==> config.mk <==
export PLATFORM = sky130hd
export DESIGN_NAME = mbs_motor_brake_sequencer
export DESIGN_NICKNAME = d
export VERILOG_FILES = /design/src/mbs_pkg.sv /design/src/mbs_wait_timer.sv /design/src/mbs_motor_brake_sequencer.sv
export SDC_FILE = /design/constraint.sdc
export NUM_CORES = 1
export LEC_CHECK = 0
export BUFFER_PORTS_ARGS = -buffer_cell sky130_fd_sc_hd__buf_2
export CORE_MARGIN = 4
export CORE_UTILIZATION = 40
export CTS_CLUSTER_DIAMETER = 120
export CTS_CLUSTER_SIZE = 12
export DETAILED_ROUTE_END_ITERATION = 7
export PLACE_DENSITY = 0.64
export SLEW_MARGIN = 15
export SYNTH_ARGS = -nofsm -noshare
export SYNTH_HDL_FRONTEND = slang
export SYNTH_SLANG_ARGS = --single-unit
==> constraint.sdc <==
create_clock -name clk -period 9.6 [get_ports clk]
set_clock_uncertainty 0.05 [all_clocks]
set_input_delay 1.92 -clock clk [delete_from_list [all_inputs] [get_ports clk]]
set_output_delay 1.92 -clock clk [all_outputs]
set_load 0.1 [all_outputs]
==> src/mbs_pkg.sv <==
// package: constants for the motor brake sequencer
`default_nettype none
package mbs_pkg;
	// brake enable codes
	localparam logic [1:0] ENABLE_OFF = 2'h0;
	localparam logic [1:0] ENABLE_ON  = 2'h1;
	// terminal function codes
	localparam logic [7:0] IN_FUNC_CONFIRM  = 8'h2C; // 44 decimal
	localparam logic [7:0] OUT_FUNC_RELEASE = 8'h13; // 19 decimal
	localparam logic [7:0] OUT_FUNC_ERROR   = 8'h14; // 20 decimal
	localparam int         NUM_IN_TERM      = 8;
	localparam int         NUM_OUT_TERM     = 5;
	// wait times in units of 10 ms, 0.00 .. 5.00 s
	localparam logic [8:0] WAIT_MAX     = 9'h1F4;
	localparam int         TICK_MS      = 10;
	localparam int         CLK_HZ       = 40_000_000;
	localparam int         TICK_CYCLES  = (CLK_HZ / 1000) * TICK_MS;
	// current threshold in percent of rated, up to 150
	localparam logic [7:0] CURRENT_MAX  = 8'h96;
	// frequency in 0.01 Hz units, up to 400.00 Hz
	localparam logic [15:0] FREQ_MAX    = 16'h9C40;
	// register map of the plain port
	localparam logic [3:0] REG_CTRL     = 4'h0;
	localparam logic [3:0] REG_REL_WAIT = 4'h1;
	localparam logic [3:0] REG_ACC_WAIT = 4'h2;
	localparam logic [3:0] REG_STP_WAIT = 4'h3;
	localparam logic [3:0] REG_CNF_WAIT = 4'h4;
	localparam logic [3:0] REG_REL_FREQ = 4'h5;
	localparam logic [3:0] REG_REL_CUR  = 4'h6;
	localparam logic [3:0] REG_APP_FREQ = 4'h7;
	localparam logic [3:0] REG_IN_FUNC  = 4'h8;
	localparam logic [3:0] REG_OUT_FUNC = 4'h9;
	localparam logic [3:0] REG_STATUS   = 4'hA;
	localparam logic [3:0] REG_IRQ_STAT = 4'hB;
	localparam logic [3:0] REG_IRQ_MASK = 4'hC;
	// interrupt status bits
	localparam int IRQ_RELEASE = 0;
	localparam int IRQ_APPLY   = 1;
	localparam int IRQ_TRIP    = 2;
	localparam int IRQ_DONE    = 3;
	localparam int IRQ_W       = 4;
	// trip causes
	localparam logic [1:0] CAUSE_NONE    = 2'h0;
	localparam logic [1:0] CAUSE_CURRENT = 2'h1;
	localparam logic [1:0] CAUSE_CONFIRM = 2'h2;
	localparam logic [1:0] CAUSE_DROP    = 2'h3;
	typedef enum logic [8:0] {
		ST_IDLE    = 9'h001,
		ST_RAMP_UP = 9'h002,
		ST_REL_WT  = 9'h004,
		ST_CNF_ON  = 9'h008,
		ST_ACC_WT  = 9'h010,
		ST_RUN     = 9'h020,
		ST_RAMP_DN = 9'h040,
		ST_CNF_OFF = 9'h080,
		ST_STP_WT  = 9'h100
	} mbs_state_type;
endpackage
`default_nettype wire

==> src/mbs_wait_timer.sv <==
// wait timer: counts 10 ms ticks up to a loaded limit
`timescale 1ns/1ps
`default_nettype none
module mbs_wait_timer #(
	parameter int TICK_CYCLES = mbs_pkg::TICK_CYCLES
) (
	input  wire logic       clk,
	input  wire logic       rst,
	input  wire logic       start,
	input  wire logic [8:0] limit,
	output logic            done
);
	localparam int CW = $clog2(TICK_CYCLES + 1);
	logic [CW-1:0] pre_q;
	logic [8:0]    cnt_q;
	logic          run_q;
	logic          tick;

	assign tick = (pre_q == CW'(TICK_CYCLES - 1));
	// done is a level while the count has reached the limit
	assign done = run_q && (cnt_q >= limit);

	always_ff @(posedge clk or posedge rst) begin
		if (rst) begin
			pre_q <= '0;
		end else if (start || tick) begin
			pre_q <= '0;
		end else begin
			pre_q <= pre_q + CW'(1);
		end
	end

	always_ff @(posedge clk or posedge rst) begin
		if (rst) begin
			cnt_q <= '0;
			run_q <= 1'b0;
		end else if (start) begin
			cnt_q <= '0;
			run_q <= 1'b1;
		end else if (tick && run_q && (cnt_q < limit)) begin
			cnt_q <= cnt_q + 9'h001;
		end
	end
endmodule
`default_nettype wire

==> src/mbs_motor_brake_sequencer.sv <==
// motor brake sequencer: state machine, register port, terminal mapping
`timescale 1ns/1ps
`default_nettype none
// Functional notes
// - sequence runs only when enable setting is 01; 00 disables it
// - run command ramps up to release frequency, then holds
// - at release frequency wait release time, then assert release output
// - current below threshold after release wait: no release, trip, error
// - confirm input assigned (44): hold, trip if confirm late
// - no confirm input assigned: skip confirm wait entirely
// - after confirm or release, wait accel time then ramp to command
// - run removed: decelerate to braking frequency, then drop release
// - confirm assigned: hold until confirm off, trip if it stays on
// - after confirm clears or release drops, wait stop time, go to zero
// - confirm dropping while release asserted trips with brake error
// - release output is function 19, error output function 20
// - four wait times configurable 0.00 to 5.00 seconds
// - release current threshold 0 to 1.50 times rated gates release
module mbs_motor_brake_sequencer #(
	parameter int TICK_CYCLES = mbs_pkg::TICK_CYCLES,
	parameter int NUM_IN      = mbs_pkg::NUM_IN_TERM,
	parameter int NUM_OUT     = mbs_pkg::NUM_OUT_TERM
) (
	input  wire logic               clk,
	input  wire logic               rst,
	input  wire logic [3:0]         reg_addr,
	input  wire logic [31:0]        reg_wdata,
	input  wire logic               reg_write,
	input  wire logic               reg_read,
	output logic [31:0]             reg_rdata,
	input  wire logic               run_cmd,
	input  wire logic [15:0]        command_frequency,
	input  wire logic [15:0]        output_frequency,
	input  wire logic [7:0]         output_current,
	input  wire logic [NUM_IN-1:0]  input_terminals,
	output logic [15:0]             target_frequency,
	output logic                    output_enable,
	output logic                    brake_release_out,
	output logic                    brake_error_out,
	output logic                    brake_fault_trip,
	output logic [NUM_OUT-1:0]      output_terminals,
	output logic                    irq
);
	// ****************************************
	// configuration registers
	// ****************************************
	logic [1:0]  brake_seq_enable_q;
	logic [8:0]  release_wait_time_q;
	logic [8:0]  accel_wait_time_q;
	logic [8:0]  stop_wait_time_q;
	logic [8:0]  confirm_wait_time_q;
	logic [15:0] release_frequency_q;
	logic [7:0]  release_current_q;
	logic [15:0] apply_frequency_q;
	logic [7:0]  in_func_q [NUM_IN];
	logic [7:0]  out_func_q [NUM_OUT];
	logic [mbs_pkg::IRQ_W-1:0] irq_stat_q;
	logic [mbs_pkg::IRQ_W-1:0] irq_mask_q;
	logic [mbs_pkg::IRQ_W-1:0] irq_event;
	logic [1:0]  trip_cause_q;
	logic [1:0]  trip_cause_d;
	mbs_pkg::mbs_state_type state_q;
	mbs_pkg::mbs_state_type state_d;

	function automatic logic [8:0] clamp_wait(input logic [31:0] v);
		clamp_wait = (v[15:0] > 16'(mbs_pkg::WAIT_MAX)) ? mbs_pkg::WAIT_MAX : v[8:0];
	endfunction

	always_ff @(posedge clk or posedge rst) begin
		if (rst) begin
			brake_seq_enable_q  <= mbs_pkg::ENABLE_OFF;
			release_wait_time_q <= '0;
			accel_wait_time_q   <= '0;
			stop_wait_time_q    <= '0;
			confirm_wait_time_q <= '0;
			release_frequency_q <= '0;
			release_current_q   <= '0;
			apply_frequency_q   <= '0;
			irq_mask_q          <= '0;
		end else if (reg_write) begin
			unique case (reg_addr)
				mbs_pkg::REG_CTRL:     brake_seq_enable_q  <= reg_wdata[1:0];
				mbs_pkg::REG_REL_WAIT: release_wait_time_q <= clamp_wait(reg_wdata);
				mbs_pkg::REG_ACC_WAIT: accel_wait_time_q   <= clamp_wait(reg_wdata);
				mbs_pkg::REG_STP_WAIT: stop_wait_time_q    <= clamp_wait(reg_wdata);
				mbs_pkg::REG_CNF_WAIT: confirm_wait_time_q <= clamp_wait(reg_wdata);
				mbs_pkg::REG_REL_FREQ: release_frequency_q <= (reg_wdata[15:0] > mbs_pkg::FREQ_MAX)
					? mbs_pkg::FREQ_MAX : reg_wdata[15:0];
				mbs_pkg::REG_REL_CUR:  release_current_q   <= (reg_wdata[7:0] > mbs_pkg::CURRENT_MAX)
					? mbs_pkg::CURRENT_MAX : reg_wdata[7:0];
				mbs_pkg::REG_APP_FREQ: apply_frequency_q   <= (reg_wdata[15:0] > mbs_pkg::FREQ_MAX)
					? mbs_pkg::FREQ_MAX : reg_wdata[15:0];
				mbs_pkg::REG_IRQ_MASK: irq_mask_q          <= reg_wdata[mbs_pkg::IRQ_W-1:0];
				default: ;
			endcase
		end
	end

	// terminal function tables: one byte per terminal, one word of four bytes, terminal n takes byte n mod 4
	genvar gi;
	generate
		for (gi = 0; gi < NUM_IN; gi++) begin : g_in
			always_ff @(posedge clk or posedge rst) begin
				if (rst) begin
					in_func_q[gi] <= '0;
				end else if (reg_write && reg_addr == mbs_pkg::REG_IN_FUNC) begin
					in_func_q[gi] <= reg_wdata[(gi%4)*8 +: 8];
				end
			end
		end
		for (gi = 0; gi < NUM_OUT; gi++) begin : g_out
			always_ff @(posedge clk or posedge rst) begin
				if (rst) begin
					out_func_q[gi] <= '0;
				end else if (reg_write && reg_addr == mbs_pkg::REG_OUT_FUNC) begin
					out_func_q[gi] <= reg_wdata[(gi%4)*8 +: 8];
				end
			end
			always_comb begin
				unique case (out_func_q[gi])
					mbs_pkg::OUT_FUNC_RELEASE: output_terminals[gi] = brake_release_out;
					mbs_pkg::OUT_FUNC_ERROR:   output_terminals[gi] = brake_error_out;
					default:                   output_terminals[gi] = 1'b0;
				endcase
			end
		end
	endgenerate

	// ****************************************
	// confirm input selection
	// ****************************************
	logic confirm_assigned;
	logic confirm_in;
	always_comb begin
		confirm_assigned = 1'b0;
		confirm_in       = 1'b0;
		for (int i = 0; i < NUM_IN; i++) begin
			if (in_func_q[i] == mbs_pkg::IN_FUNC_CONFIRM) begin
				confirm_assigned = 1'b1;
				confirm_in       = confirm_in | input_terminals[i];
			end
		end
	end
	logic brake_confirm_in;
	assign brake_confirm_in = confirm_in;

	// ****************************************
	// sequencer
	// ****************************************
	logic       enabled;
	logic       tmr_start;
	logic [8:0] tmr_limit;
	logic       tmr_done;
	logic       trip_d;
	assign enabled = (brake_seq_enable_q == mbs_pkg::ENABLE_ON);

	mbs_wait_timer #(.TICK_CYCLES(TICK_CYCLES)) u_timer (
		.clk   (clk),
		.rst   (rst),
		.start (tmr_start),
		.limit (tmr_limit),
		.done  (tmr_done)
	);

	always_comb begin
		state_d      = state_q;
		tmr_start    = 1'b0;
		tmr_limit    = release_wait_time_q;
		trip_d       = 1'b0;
		trip_cause_d = mbs_pkg::CAUSE_NONE;
		unique case (state_q)
			mbs_pkg::ST_IDLE: begin
				if (run_cmd && enabled && !brake_fault_trip) begin
					state_d = mbs_pkg::ST_RAMP_UP;
				end
			end
			mbs_pkg::ST_RAMP_UP: begin
				if (output_frequency >= release_frequency_q) begin
					state_d   = mbs_pkg::ST_REL_WT;
					tmr_start = 1'b1;
				end
			end
			mbs_pkg::ST_REL_WT: begin
				tmr_limit = release_wait_time_q;
				if (tmr_done) begin
					if (output_current < release_current_q) begin
						trip_d       = 1'b1;
						trip_cause_d = mbs_pkg::CAUSE_CURRENT;
						state_d      = mbs_pkg::ST_IDLE;
					end else begin
						tmr_start = 1'b1;
						state_d   = confirm_assigned ? mbs_pkg::ST_CNF_ON
							: mbs_pkg::ST_ACC_WT;
					end
				end
			end
			mbs_pkg::ST_CNF_ON: begin
				tmr_limit = confirm_wait_time_q;
				if (brake_confirm_in) begin
					tmr_start = 1'b1;
					state_d   = mbs_pkg::ST_ACC_WT;
				end else if (tmr_done) begin
					trip_d       = 1'b1;
					trip_cause_d = mbs_pkg::CAUSE_CONFIRM;
					state_d      = mbs_pkg::ST_IDLE;
				end
			end
			mbs_pkg::ST_ACC_WT: begin
				tmr_limit = accel_wait_time_q;
				if (tmr_done) begin
					state_d = mbs_pkg::ST_RUN;
				end
			end
			mbs_pkg::ST_RUN: begin
				if (!run_cmd) begin
					state_d = mbs_pkg::ST_RAMP_DN;
				end
			end
			mbs_pkg::ST_RAMP_DN: begin
				if (output_frequency <= apply_frequency_q) begin
					tmr_start = 1'b1;
					state_d   = confirm_assigned ? mbs_pkg::ST_CNF_OFF
						: mbs_pkg::ST_STP_WT;
				end
			end
			mbs_pkg::ST_CNF_OFF: begin
				tmr_limit = confirm_wait_time_q;
				if (!brake_confirm_in) begin
					tmr_start = 1'b1;
					state_d   = mbs_pkg::ST_STP_WT;
				end else if (tmr_done) begin
					trip_d       = 1'b1;
					trip_cause_d = mbs_pkg::CAUSE_CONFIRM;
					state_d      = mbs_pkg::ST_IDLE;
				end
			end
			mbs_pkg::ST_STP_WT: begin
				tmr_limit = stop_wait_time_q;
				if (tmr_done) begin
					state_d = mbs_pkg::ST_IDLE;
				end
			end
			default: state_d = mbs_pkg::ST_IDLE;
		endcase
		// release held with confirm assigned: losing confirm is a fault
		if (brake_release_out && confirm_assigned && !brake_confirm_in
			&& state_q != mbs_pkg::ST_CNF_ON) begin
			trip_d       = 1'b1;
			trip_cause_d = mbs_pkg::CAUSE_DROP;
			state_d      = mbs_pkg::ST_IDLE;
		end
		// disabling mid-sequence drops back to idle
		if (!enabled) begin
			state_d = mbs_pkg::ST_IDLE;
		end
	end

	always_ff @(posedge clk or posedge rst) begin
		if (rst) begin
			state_q <= mbs_pkg::ST_IDLE;
		end else begin
			state_q <= state_d;
		end
	end

	// trip stays latched; only reset clears it
	always_ff @(posedge clk or posedge rst) begin
		if (rst) begin
			brake_fault_trip <= 1'b0;
			trip_cause_q     <= mbs_pkg::CAUSE_NONE;
		end else if (trip_d && !brake_fault_trip) begin
			brake_fault_trip <= 1'b1;
			trip_cause_q     <= trip_cause_d;
		end
	end
	assign brake_error_out = brake_fault_trip;

	// release is a flop so it never glitches on the terminal
	always_ff @(posedge clk or posedge rst) begin
		if (rst) begin
			brake_release_out <= 1'b0;
		end else begin
			brake_release_out <= !trip_d && (state_d == mbs_pkg::ST_CNF_ON
				|| state_d == mbs_pkg::ST_ACC_WT || state_d == mbs_pkg::ST_RUN
				|| state_d == mbs_pkg::ST_RAMP_DN);
		end
	end

	always_ff @(posedge clk or posedge rst) begin
		if (rst) begin
			target_frequency <= '0;
			output_enable    <= 1'b0;
		end else begin
			output_enable <= (state_d != mbs_pkg::ST_IDLE) && !trip_d;
			unique case (state_d)
				mbs_pkg::ST_RUN:     target_frequency <= command_frequency;
				mbs_pkg::ST_RAMP_DN: target_frequency <= apply_frequency_q;
				mbs_pkg::ST_CNF_OFF: target_frequency <= apply_frequency_q;
				mbs_pkg::ST_STP_WT:  target_frequency <= apply_frequency_q;
				mbs_pkg::ST_IDLE:    target_frequency <= '0;
				default:             target_frequency <= release_frequency_q;
			endcase
		end
	end

	// ****************************************
	// interrupts and read port
	// ****************************************
	assign irq_event[mbs_pkg::IRQ_RELEASE] = brake_release_out == 1'b0 && state_d == mbs_pkg::ST_CNF_ON
		|| (!brake_release_out && state_d == mbs_pkg::ST_ACC_WT && state_q == mbs_pkg::ST_REL_WT);
	assign irq_event[mbs_pkg::IRQ_APPLY]   = brake_release_out && state_q == mbs_pkg::ST_RAMP_DN
		&& state_d != mbs_pkg::ST_RAMP_DN;
	assign irq_event[mbs_pkg::IRQ_TRIP]    = trip_d && !brake_fault_trip;
	assign irq_event[mbs_pkg::IRQ_DONE]    = state_q == mbs_pkg::ST_STP_WT && state_d == mbs_pkg::ST_IDLE;

	// set wins over a write-one clear in the same cycle
	always_ff @(posedge clk or posedge rst) begin
		if (rst) begin
			irq_stat_q <= '0;
		end else begin
			irq_stat_q <= (irq_stat_q & ~((reg_write && reg_addr == mbs_pkg::REG_IRQ_STAT)
				? reg_wdata[mbs_pkg::IRQ_W-1:0] : '0)) | irq_event;
		end
	end
	assign irq = |(irq_stat_q & irq_mask_q);

	always_ff @(posedge clk or posedge rst) begin
		if (rst) begin
			reg_rdata <= '0;
		end else if (reg_read) begin
			unique case (reg_addr)
				mbs_pkg::REG_CTRL:     reg_rdata <= {30'h0, brake_seq_enable_q};
				mbs_pkg::REG_REL_WAIT: reg_rdata <= {23'h0, release_wait_time_q};
				mbs_pkg::REG_ACC_WAIT: reg_rdata <= {23'h0, accel_wait_time_q};
				mbs_pkg::REG_STP_WAIT: reg_rdata <= {23'h0, stop_wait_time_q};
				mbs_pkg::REG_CNF_WAIT: reg_rdata <= {23'h0, confirm_wait_time_q};
				mbs_pkg::REG_REL_FREQ: reg_rdata <= {16'h0, release_frequency_q};
				mbs_pkg::REG_REL_CUR:  reg_rdata <= {24'h0, release_current_q};
				mbs_pkg::REG_APP_FREQ: reg_rdata <= {16'h0, apply_frequency_q};
				mbs_pkg::REG_IN_FUNC:  reg_rdata <= {in_func_q[3], in_func_q[2], in_func_q[1], in_func_q[0]};
				mbs_pkg::REG_OUT_FUNC: reg_rdata <= {out_func_q[3], out_func_q[2], out_func_q[1], out_func_q[0]};
				mbs_pkg::REG_STATUS:   reg_rdata <= {17'h0, trip_cause_q, brake_fault_trip,
					brake_release_out, brake_confirm_in, confirm_assigned, state_q};
				mbs_pkg::REG_IRQ_STAT: reg_rdata <= {28'h0, irq_stat_q};
				mbs_pkg::REG_IRQ_MASK: reg_rdata <= {28'h0, irq_mask_q};
				default:               reg_rdata <= '0;
			endcase
		end else begin
			reg_rdata <= '0;
		end
	end
endmodule
`default_nettype wire

# == Word-level counts from Yosys, hierarchy flattened ==
# Cells that the tools add are included.
# totals
output_inout_bits,58
input_bits,89
reg_bits,241
wordCells,201
ram_bits,0
mem_count,0
latchBits,0
romBits,0
# classes
n_reduce_logical,43
magnitude_cmp,8
n_eq_ne,45
addsub,2
n_mux,63
bitwise_logic,12
n_mul,0
n_shift,0
n_div,0
# ops
op,count
32-bit case mux with 13 select lines,1
9-bit two-way mux,15
9-bit case mux with 9 select lines,1
"8-bit by 5-bit equality test with 1-bit output, second input constant",8
16-bit case mux with 3 select lines,1
"8-bit by 6-bit equality test with 1-bit output, second input constant",4
32-bit two-way mux,1
9-bit case mux with 3 select lines,1
1-bit two-way mux,26
"4-bit equality test, second input constant",5
1-bit logical AND,20
"19-bit by 1-bit adder with 19-bit output, second input constant",1
"19-bit equality test, second input constant",1
19-bit two-way mux,1
"9-bit by 1-bit equality test with 1-bit output, second input constant",2
"9-bit by 4-bit equality test with 1-bit output, second input constant",2
"9-bit by 5-bit equality test with 1-bit output, second input constant",2
"9-bit by 6-bit equality test with 1-bit output, second input constant",2
"9-bit by 7-bit equality test with 1-bit output, second input constant",2
"9-bit by 8-bit equality test with 1-bit output, second input constant",2
"9-bit equality test, second input constant",2
2-bit AND reduction,9
"4-bit by 3-bit equality test with 1-bit output, second input constant",4
16-bit >= comparator,1
37 further kinds,59

# == Longest topological paths before layout ==
# Gate-level depths: netlist of the first run.
# logic_depth
ltp_word,26
ltp_mapped,19
depth_no_buf,15

# == Modules after synthesis ==
# Synthesis of the first run repeated with hierarchy kept, for this count alone.
# hier_totals
hier_cells,1279
hier_area_um2,12768.5
# by_module_without_submodules
mod,area_each_um2,seq_area_each_um2,n_inst,cells_each
mbs_motor_brake_sequencer,11053.1,5306.3,1,1093
mbs_wait_timer,1715.4,725.7,1,186

# == Least setup slack after synthesis of the first run ==
# Ideal clock, no wire load.
# synth_timing
path_kind,register to output
startpoint,register brake_release_out
endpoint,output port output_terminals[1]
t_required_ps,7630
setup_slack_ps,1593
path_stages_with_launch,4
path_buffers,1
arrival_ps,6037
cell_sequence,dfrtp_1 clkbuf_1 nand4b_1 a2111oi_0
# synth_via
elab_chain_cells,1
# synth_rtl
item,line,rtl
from (decl),mbs_motor_brake_sequencer.sv:38,"output logic brake_release_out,"
from (signal assigned),mbs_motor_brake_sequencer.sv:283,brake_release_out <= !trip_d && (state_d == mbs_pkg::ST_CNF_ON
1-bit case mux with 2 select lines,mbs_motor_brake_sequencer.sv:120,unique case (out_func_q[gi])
to (decl),mbs_motor_brake_sequencer.sv:41,"output logic [NUM_OUT-1:0] output_terminals,"
# Every way passes these cells.

# == Worst setup path after layout of the first run ==
# layout_timing
startpoint,register state_q[5]
endpoint,register u_timer.pre_q[12]
# layout_via
elab_chain_cells,9
word_cells_on_any_way,15
cone_classes,order compare (1); eq/ne (7); mux (4); reduce/logical (3)
# layout_rtl
item,line,rtl
from (decl),mbs_motor_brake_sequencer.sv:62,mbs_pkg::mbs_state_type state_q;
from (signal assigned),mbs_motor_brake_sequencer.sv:260,state_q <= mbs_pkg::ST_IDLE;
from (signal assigned),mbs_motor_brake_sequencer.sv:262,state_q <= state_d;
9-bit by 8-bit equality test with 1-bit output / 9-bit by 4-bit equality test with 1-bit output (equally long branches),mbs_motor_brake_sequencer.sv:171,unique case (state_q)
2-bit OR reduction (no source line),-,
9-bit case mux with 3 select lines,mbs_motor_brake_sequencer.sv:171,
9-bit >= comparator,mbs_wait_timer.sv:21,assign done = run_q && (cnt_q >= limit);
1-bit logical AND,mbs_wait_timer.sv:21,
1-bit two-way mux,mbs_motor_brake_sequencer.sv:185,if (tmr_done) begin
1-bit case mux with 5 select lines *,mbs_motor_brake_sequencer.sv:171,
1-bit logical OR *,mbs_wait_timer.sv:26,end else if (start || tick) begin
19-bit two-way mux *,mbs_wait_timer.sv:26,
to (signal assigned),mbs_wait_timer.sv:29,pre_q <= pre_q + CW'(1);
to (decl),mbs_wait_timer.sv:14,logic [CW-1:0] pre_q;
# Mark *: on every way between the ends. The rest lies on a longest branch, timed or not.
# A chain may end at the register's enable or synchronous reset.

==> impl_metrics.yaml, run 1 <==
run_status:
  status: "finished clean"
min_path:
  hp-class: "reg2reg"
  min_delay_path_depth: 1
sta:
  slew_violations: 0
  finalCritPeriodShare_pct: 56.9
  tns_ns: 0
  fmax_mhz: 183
  max-slew-margin-rel_pct: 21.8
  worst_slack_ns: 4.14
  grt_setup_unrepaired: "false"
  finalSetupViolCount: 0
  final.min_clock_period_ns: 5.46
  worst_slew_pin_slew_ns: 1.16
  finalHoldViolCount: 0
yosys:
  synth_cell_types: 79
  synth_cells: 1264
  ys_ff_latch: 241
  synth_edf_count: 0
  synth_ff_type: "dfrtp_1"
  synthesis.nets: 1403
  syn-cell-area_um2: 12600
  async_flop_share_pct: 100
  synth_warnings: 0
  yosysSeqAreaShare_pct: 47.7
  avgSynthCellArea_um2: 10.0
worst_setup_path:
  worst-r2r-cell-count: 13
  cp-start-kind: "flop"
  arrival_ns: 5.86
  crit_type: "reg2reg"
  endpoint_kind: "flop"
  crit_fanout: 18
  worstPathRequired_ns: 10.00
clock_tree:
  cts_made_buffers: 24
  cts-root-buf: "clkbuf_16"
  htree_levels: 1
  clk_path_buf_depth: 3
  postCtsHoldBufs: 0
  clk_pin_slew_ns: 0.07
  postCtsSetupBuffers: 0
  clk_latency_ns: 0.53
  cts_tree: "done"
  cts-resized-gates: 0
  cts.sinks: 241
routing:
  drc: 0
  ant_nets: 0
  wl_per_cell_um: 22.2
  viasPerCell: 5.91
  vias: 10500
  drtPass1Iterations: 6
  drt_iter0_drc: 990
  totalWireLength_mm: 39.4
placed_design:
  pre_cts_ws_ns: 3.79
  portBuffers: 146
  hpwl_mm: 28.6
  place_congestion: 0.934
floorplan:
  io_pins: 147
  start_util_pct: 40.9
  die_area_um2: 34500
  fp-row-count: 64
  die_h_um: 186
  core_area_um2: 30900
  dieWidth_um: 186
final_layout:
  final_cell_mix: "dfrtp_1, buf_2, nand2_1"
  nNetsFinal: 1510
  fillerInstances: 3007
  layout_commonest_cell: "dfrtp_1"
  syn_to_final_growth_pct: 13.3
  drive_gt1_share_pct: 20.4
global_route:
  grt_overflow_total: 0
  grt_pass1_wl_mm: 60.1
  antenna_found_initial: 3
  grt_start_max_net_pins: 97
  grtUsageTotal_pct: 22.3
  grt_pass1_vias: 10500
power_and_ir_drop:
  p_per_area_nw_per_um2: 186
  ir_drop_v: 0.000124
  p_leak_nw: 6.59
flow_run:
  maxCapViolCount: 0
-- layer usage --
metal | track usage [%] | up-vias | share of wire (%)
met5 | 1.71 | - | 0.28
met4 | 6.18 | 6 | 3.3
met3 | 5.53 | 98 | 8.9
met2 | 34.1 | 462 | 43
met1 | 31.6 | 5102 | 44
li1 | - | 4824 | -
-- cell type report --
cell class                 count  area [um2]  share of cell area, %
timing repair buffer         159         832                   5.81
clock buffer                  32         631                   4.40
inverter                      54         210                   1.47
antenna                        1        2.50                 0.0175
tap                          396         495                   3.46
clock inverter                 2        27.5                  0.192
multi-input combinational    891        6090                   42.5
sequential                   241        6030                   42.1
-- synth_stat cells (21+ instances only) --
master | count | area [um2]
nand2_1 | 138 | 518
nand4_1 | 21 | 131
mux2_2 | 72 | 811
a22oi_1 | 49 | 368
a21oi_1 | 40 | 200
o21ai_0 | 88 | 440
ha_1 | 50 | 626
dfrtp_1 | 240 | 6010
nor2_1 | 99 | 372
a31oi_1 | 24 | 150
clkbuf_1 | 53 | 199
inv_1 | 54 | 203
nand3_1 | 30 | 150
-- critical path, cell delays in order (launching register included) --
cell and delay, ns:
dfrtp_1 0.58, nor3_1 0.40, nand3_1 0.19, nor3b_2 0.78, a221oi_1 0.26, ha_1 0.36
a21oi_1 0.13, o21ai_0 0.12, a2111o_1 0.50, nand2_1 0.23, nor4_1 0.14, or4_1 0.85
or2_1 0.59, nor2_1 0.20
-- power breakdown --
| part | switching [mW] | internal [mW] |
|---|---|---|
| clock network | 0.397 | 0.457 |
| logic | 0.308 | 0.189 |
| registers | 0.151 | 1.16 |
| total | 0.856 | 1.81 |
-- flip-flops by register name, summed over array words and instances (netlist names), 16 cells and up --
register	count
apply_frequency_q	16
in_func_q	32
out_func_q	32
reg_rdata	32
release_frequency_q	16
target_frequency	16
u_timer.pre_q	19
-- worst paths after layout --
kind | endpoint | slack [ns] | start
max | u_timer.pre_q[12] | 4.14 | state_q[5]
min | u_timer.pre_q[0] | 0.43 | u_timer.pre_q[0]
max reg2reg | u_timer.pre_q[12] | 4.14 | state_q[5]
min reg2reg | u_timer.pre_q[0] | 0.43 | u_timer.pre_q[0]
max in group asynchronous | apply_frequency_q[7] | 6.75 | rst
min in group asynchronous | reg_rdata[6] | 1.45 | rst
-- metrics by stage --
step / instances / instance area (um2) / hold WS (ns) / total power [mW] / utilization (%)
after CTS: 1775 / 14300 / 0.432 / 2.67 / 46.3
after global routing: 1775 / 14300 / 0.461 / 2.79 / 46.3
after global placement: 1741 / 13700 / 0.421 / 1.80 / 44.2
final: 1776 / 14300 / 0.430 / 2.66 / 46.3
after detailed placement: 1741 / 13700 / 0.423 / 1.82 / 44.2
after floorplan: 1264 / 12600 / 0.398 / 1.64 / -
-- cells by family (layout without fill, tap and decap cells) --
| kind of cell | Yosys count | after routing | share of synthesized area, % |
|---|---|---|---|
| buffers and inverters | 132 | 247 | 4.27 |
| AND/OR/NAND/NOR | 410 | 410 | 16.4 |
| multiplexers | 85 | 85 | 7.46 |
| AO/OA/AOI/OAI | 318 | 318 | 17.2 |
| adder cells (fa/ha/maj) | 50 | 50 | 4.95 |
| XOR/XNOR | 28 | 28 | 1.94 |
| other | 0 | 1 | 0 |
| flip-flops | 241 | 241 | 47.7 |
No activity file was read; power rests on OpenSTA's default activity.
==> inputs of run 2 (changes only) <==
- ABC_AREA: default -> 1
- PLACE_DENSITY: 0.64 -> 0.66
- clock period: 9.6 -> 4.7 ns (I/O delays scaled with it)
==> run 2 against run 1 <==
  * Wire length rose by 5.9%
  * Non-clock buffer count increased by 7
  * First-iteration DRC count rose by 23%
  * Critical path depth is 9 higher
  * Largest cell class is now registers
  * Highest routed layer unchanged
==> impl_metrics.yaml, run 2 <==
clock_tree:
  clk_latency_ns: 0.54
  cts_tree: "done"
  htree_levels: 1
  cts-resized-gates: 0
  cts-root-buf: "clkbuf_16"
  cts_made_buffers: 24
  clk_path_buf_depth: 3
  cts.sinks: 241
  postCtsHoldBufs: 0
  postCtsSetupBuffers: 0
  clk_pin_slew_ns: 0.07
routing:
  drtPass1Iterations: 6
  highest_layer: "met5"
  drt-met1-wl_mm: 18.7
  drt_iter0_drc: 1221
  drc: 0
  ant_nets: 0
  wl_per_cell_um: 19.2
  vias: 11800
  totalWireLength_mm: 41.7
  wl_met3_mm: 3.50
  met2_length_mm: 18.5
  viasPerCell: 5.43
yosys:
  syn-cell-area_um2: 12900
  async_flop_share_pct: 100
  ys_ff_latch: 241
  synth_warnings: 0
  synth_cell_types: 55
  synth_edf_count: 0
  synth_area_leaders: "dfrtp_1, nand2_1, inv_1, o21ai_0, ha_1"
  synthesis.nets: 1748
  yosys.area.top_type: "dfrtp_1"
  synthTopCellsByCount: "nand2_1, inv_1, dfrtp_1"
  synth.top_cell.area_share_pct: 46.5
  yosysSeqAreaShare_pct: 46.7
  yosysMostFrequentCell: "nand2_1"
  avgSynthCellArea_um2: 8.03
  synth_cells: 1609
  synth_ff_type: "dfrtp_1"
power_and_ir_drop:
  seqPwrFrac_pct: 47.3
  switchingPower_mw: 1.74
  ir_drop_v: 0.000302
  p_int_mw: 3.63
  p_leak_nw: 7.58
  switching_share_pct: 32.4
  p_per_area_nw_per_um2: 362
  clkPwrFrac_pct: 33.2
  combinationalPowerShare_pct: 19.5
floorplan:
  io_pins: 147
  fp-row-count: 65
  start_util_pct: 40.7
  core_area_um2: 31700
  die_h_um: 188
  die_area_um2: 35200
  dieWidth_um: 188
sta:
  tns_ns: 0
  finalCritPeriodShare_pct: 88.4
  grt_setup_unrepaired: "false"
  whs_ns: 0.406
  max-slew-margin-rel_pct: 35.4
  worst_slew_pin_slew_ns: 0.966
  final.min_clock_period_ns: 4.15
  finalSetupViolCount: 0
  fmax_mhz: 241
  slew_violations: 0
  finalHoldViolCount: 0
global_route:
  grt_pass1_vias: 11400
  grt_start_max_net_pins: 100
  grt_overflow_total: 0
  antenna_found_initial: 3
  grt_pass1_wl_mm: 65.6
  grtUsageTotal_pct: 23.3
worst_setup_path:
  crit_type: "reg2reg"
  r2r-start: "state_q[3]"
  endpoint: "target_frequency[6]"
  worst-r2r-cell-count: 22
  arrival_ns: 4.58
  path_cells: "nor2_2, nand2_4, nor3_4, nor2_4, nand2_1, inv_1, a221oi_1, ha_1, nand2_1, nor2_1, nand2_1, nand4_1, nand2_1, nand2_1, nand4_1, nand3_2, nand2_1, inv_2, nand4_4, nand3_1, nand2_1, inv_1"
  critPathBufInv: 3
  r2r_end: "target_frequency[6]"
  endpoint_kind: "flop"
  crit_top_cell: "nand2_1"
  cp-start-kind: "flop"
  cp.depth: 22
  ff2ff_setup_slack_ns: 0.55
  slowest_delay_ns: 0.43
  crit_slowest_cell: "dfrtp_1"
  crit_family: "simple AND/OR/NAND/NOR gates"
  crit_path_start: "state_q[3]"
  worstPathRequired_ns: 5.12
  crit_fanout: 18
final_layout:
  nNetsFinal: 1895
  largestRegisters: "in_func_q x32, out_func_q x32, reg_rdata x32"
  syn_to_final_growth_pct: 14.8
  final_cell_mix: "nand2_1, inv_1, dfrtp_1"
  drive_gt1_share_pct: 14.9
  layout_commonest_cell: "nand2_1"
flow_run:
  maxCapViolCount: 0
placed_design:
  portBuffers: 146
  hpwl_mm: 31.7
  place_congestion: 0.937
min_path:
  hp-start: "u_timer.pre_q[0]"
  hp-class: "reg2reg"
run_status:
  status: "finished clean"
[run 2: cell count changes after synthesis, moves of 17 or more]
cell	before	now
clkbuf_1	53	32
nand4_1	21	38
inv_1	54	256
nand3_1	30	50
a22oi_1	49	0
o22ai_1	2	48
nand2_1	138	387
a21oi_1	40	63
o21ai_0	88	159
mux2_2	72	7
[run 2: through the flow]
stage,worst slack [ns],instances,cell area (um2),power [mW],util [%]
floorplan,0.212,1609,12900,3.22,-
global placement,0.800,2132,14100,3.58,44.6
detailed placement,0.671,2132,14100,3.60,44.6
CTS,0.632,2168,14800,5.39,46.7
global route,0.0207,2169,14800,5.65,46.8
finish,0.546,2169,14800,5.37,46.8
[run 2: cells by family (layout without fill, tap and decap cells)]
logic type               Yosys count  in the layout  synth area share (%)
AO/OA/AOI/OAI                    326            326                  14.5
flip-flops                       241            241                  46.7
XOR/XNOR                           8              8                 0.542
buffers and inverters            317            474                  9.58
multiplexers                       7              7                 0.610
other                              0              1                     0
adder cells (fa/ha/maj)           50             50                  4.84
AND/OR/NAND/NOR                  660            660                  23.3
[run 2: worst min path at each step]
stage | end | slack, ns | cells after the start
3_5_place_dp | u_timer.pre_q[0] | 0.41 | 1
3_3_place_gp | u_timer.pre_q[0] | 0.40 | 1
5_1_grt | u_timer.pre_q[0] | 0.44 | 1
4_1_cts | u_timer.pre_q[0] | 0.41 | 1
2_1_floorplan | u_timer.pre_q[0] | 0.38 | 1
6_report | u_timer.pre_q[0] | 0.41 | 1
[run 2: power by group through the flow]
stage          logic [mW]  clock network (mW)  registers (mW)
2_1_floorplan       0.622                   0            2.59
3_3_place_gp         1.02                   0            2.56
3_5_place_dp         1.03                   0            2.57
4_1_cts              1.04                1.82            2.53
5_1_grt              1.17                1.91            2.57
6_report             1.05                1.78            2.54
[run 2: routing by layer]
metal | vias to the layer above | global-route usage (%)
li1 | 5573 | -
met1 | 5618 | 34.2
met2 | 512 | 35.7
met3 | 76 | 4.45
met4 | 4 | 5.62
met5 | - | 0
[run 2: final cells by class]
class / count / area [um2]
fill: 3132 / 16900
multi-input combinational: 1051 / 5660
antenna: 1 / 2.50
clock buffer: 35 / 663
tap: 402 / 503
timing repair buffer: 166 / 931
inverter: 272 / 1020
sequential: 241 / 6030
clock inverter: 1 / 11.3
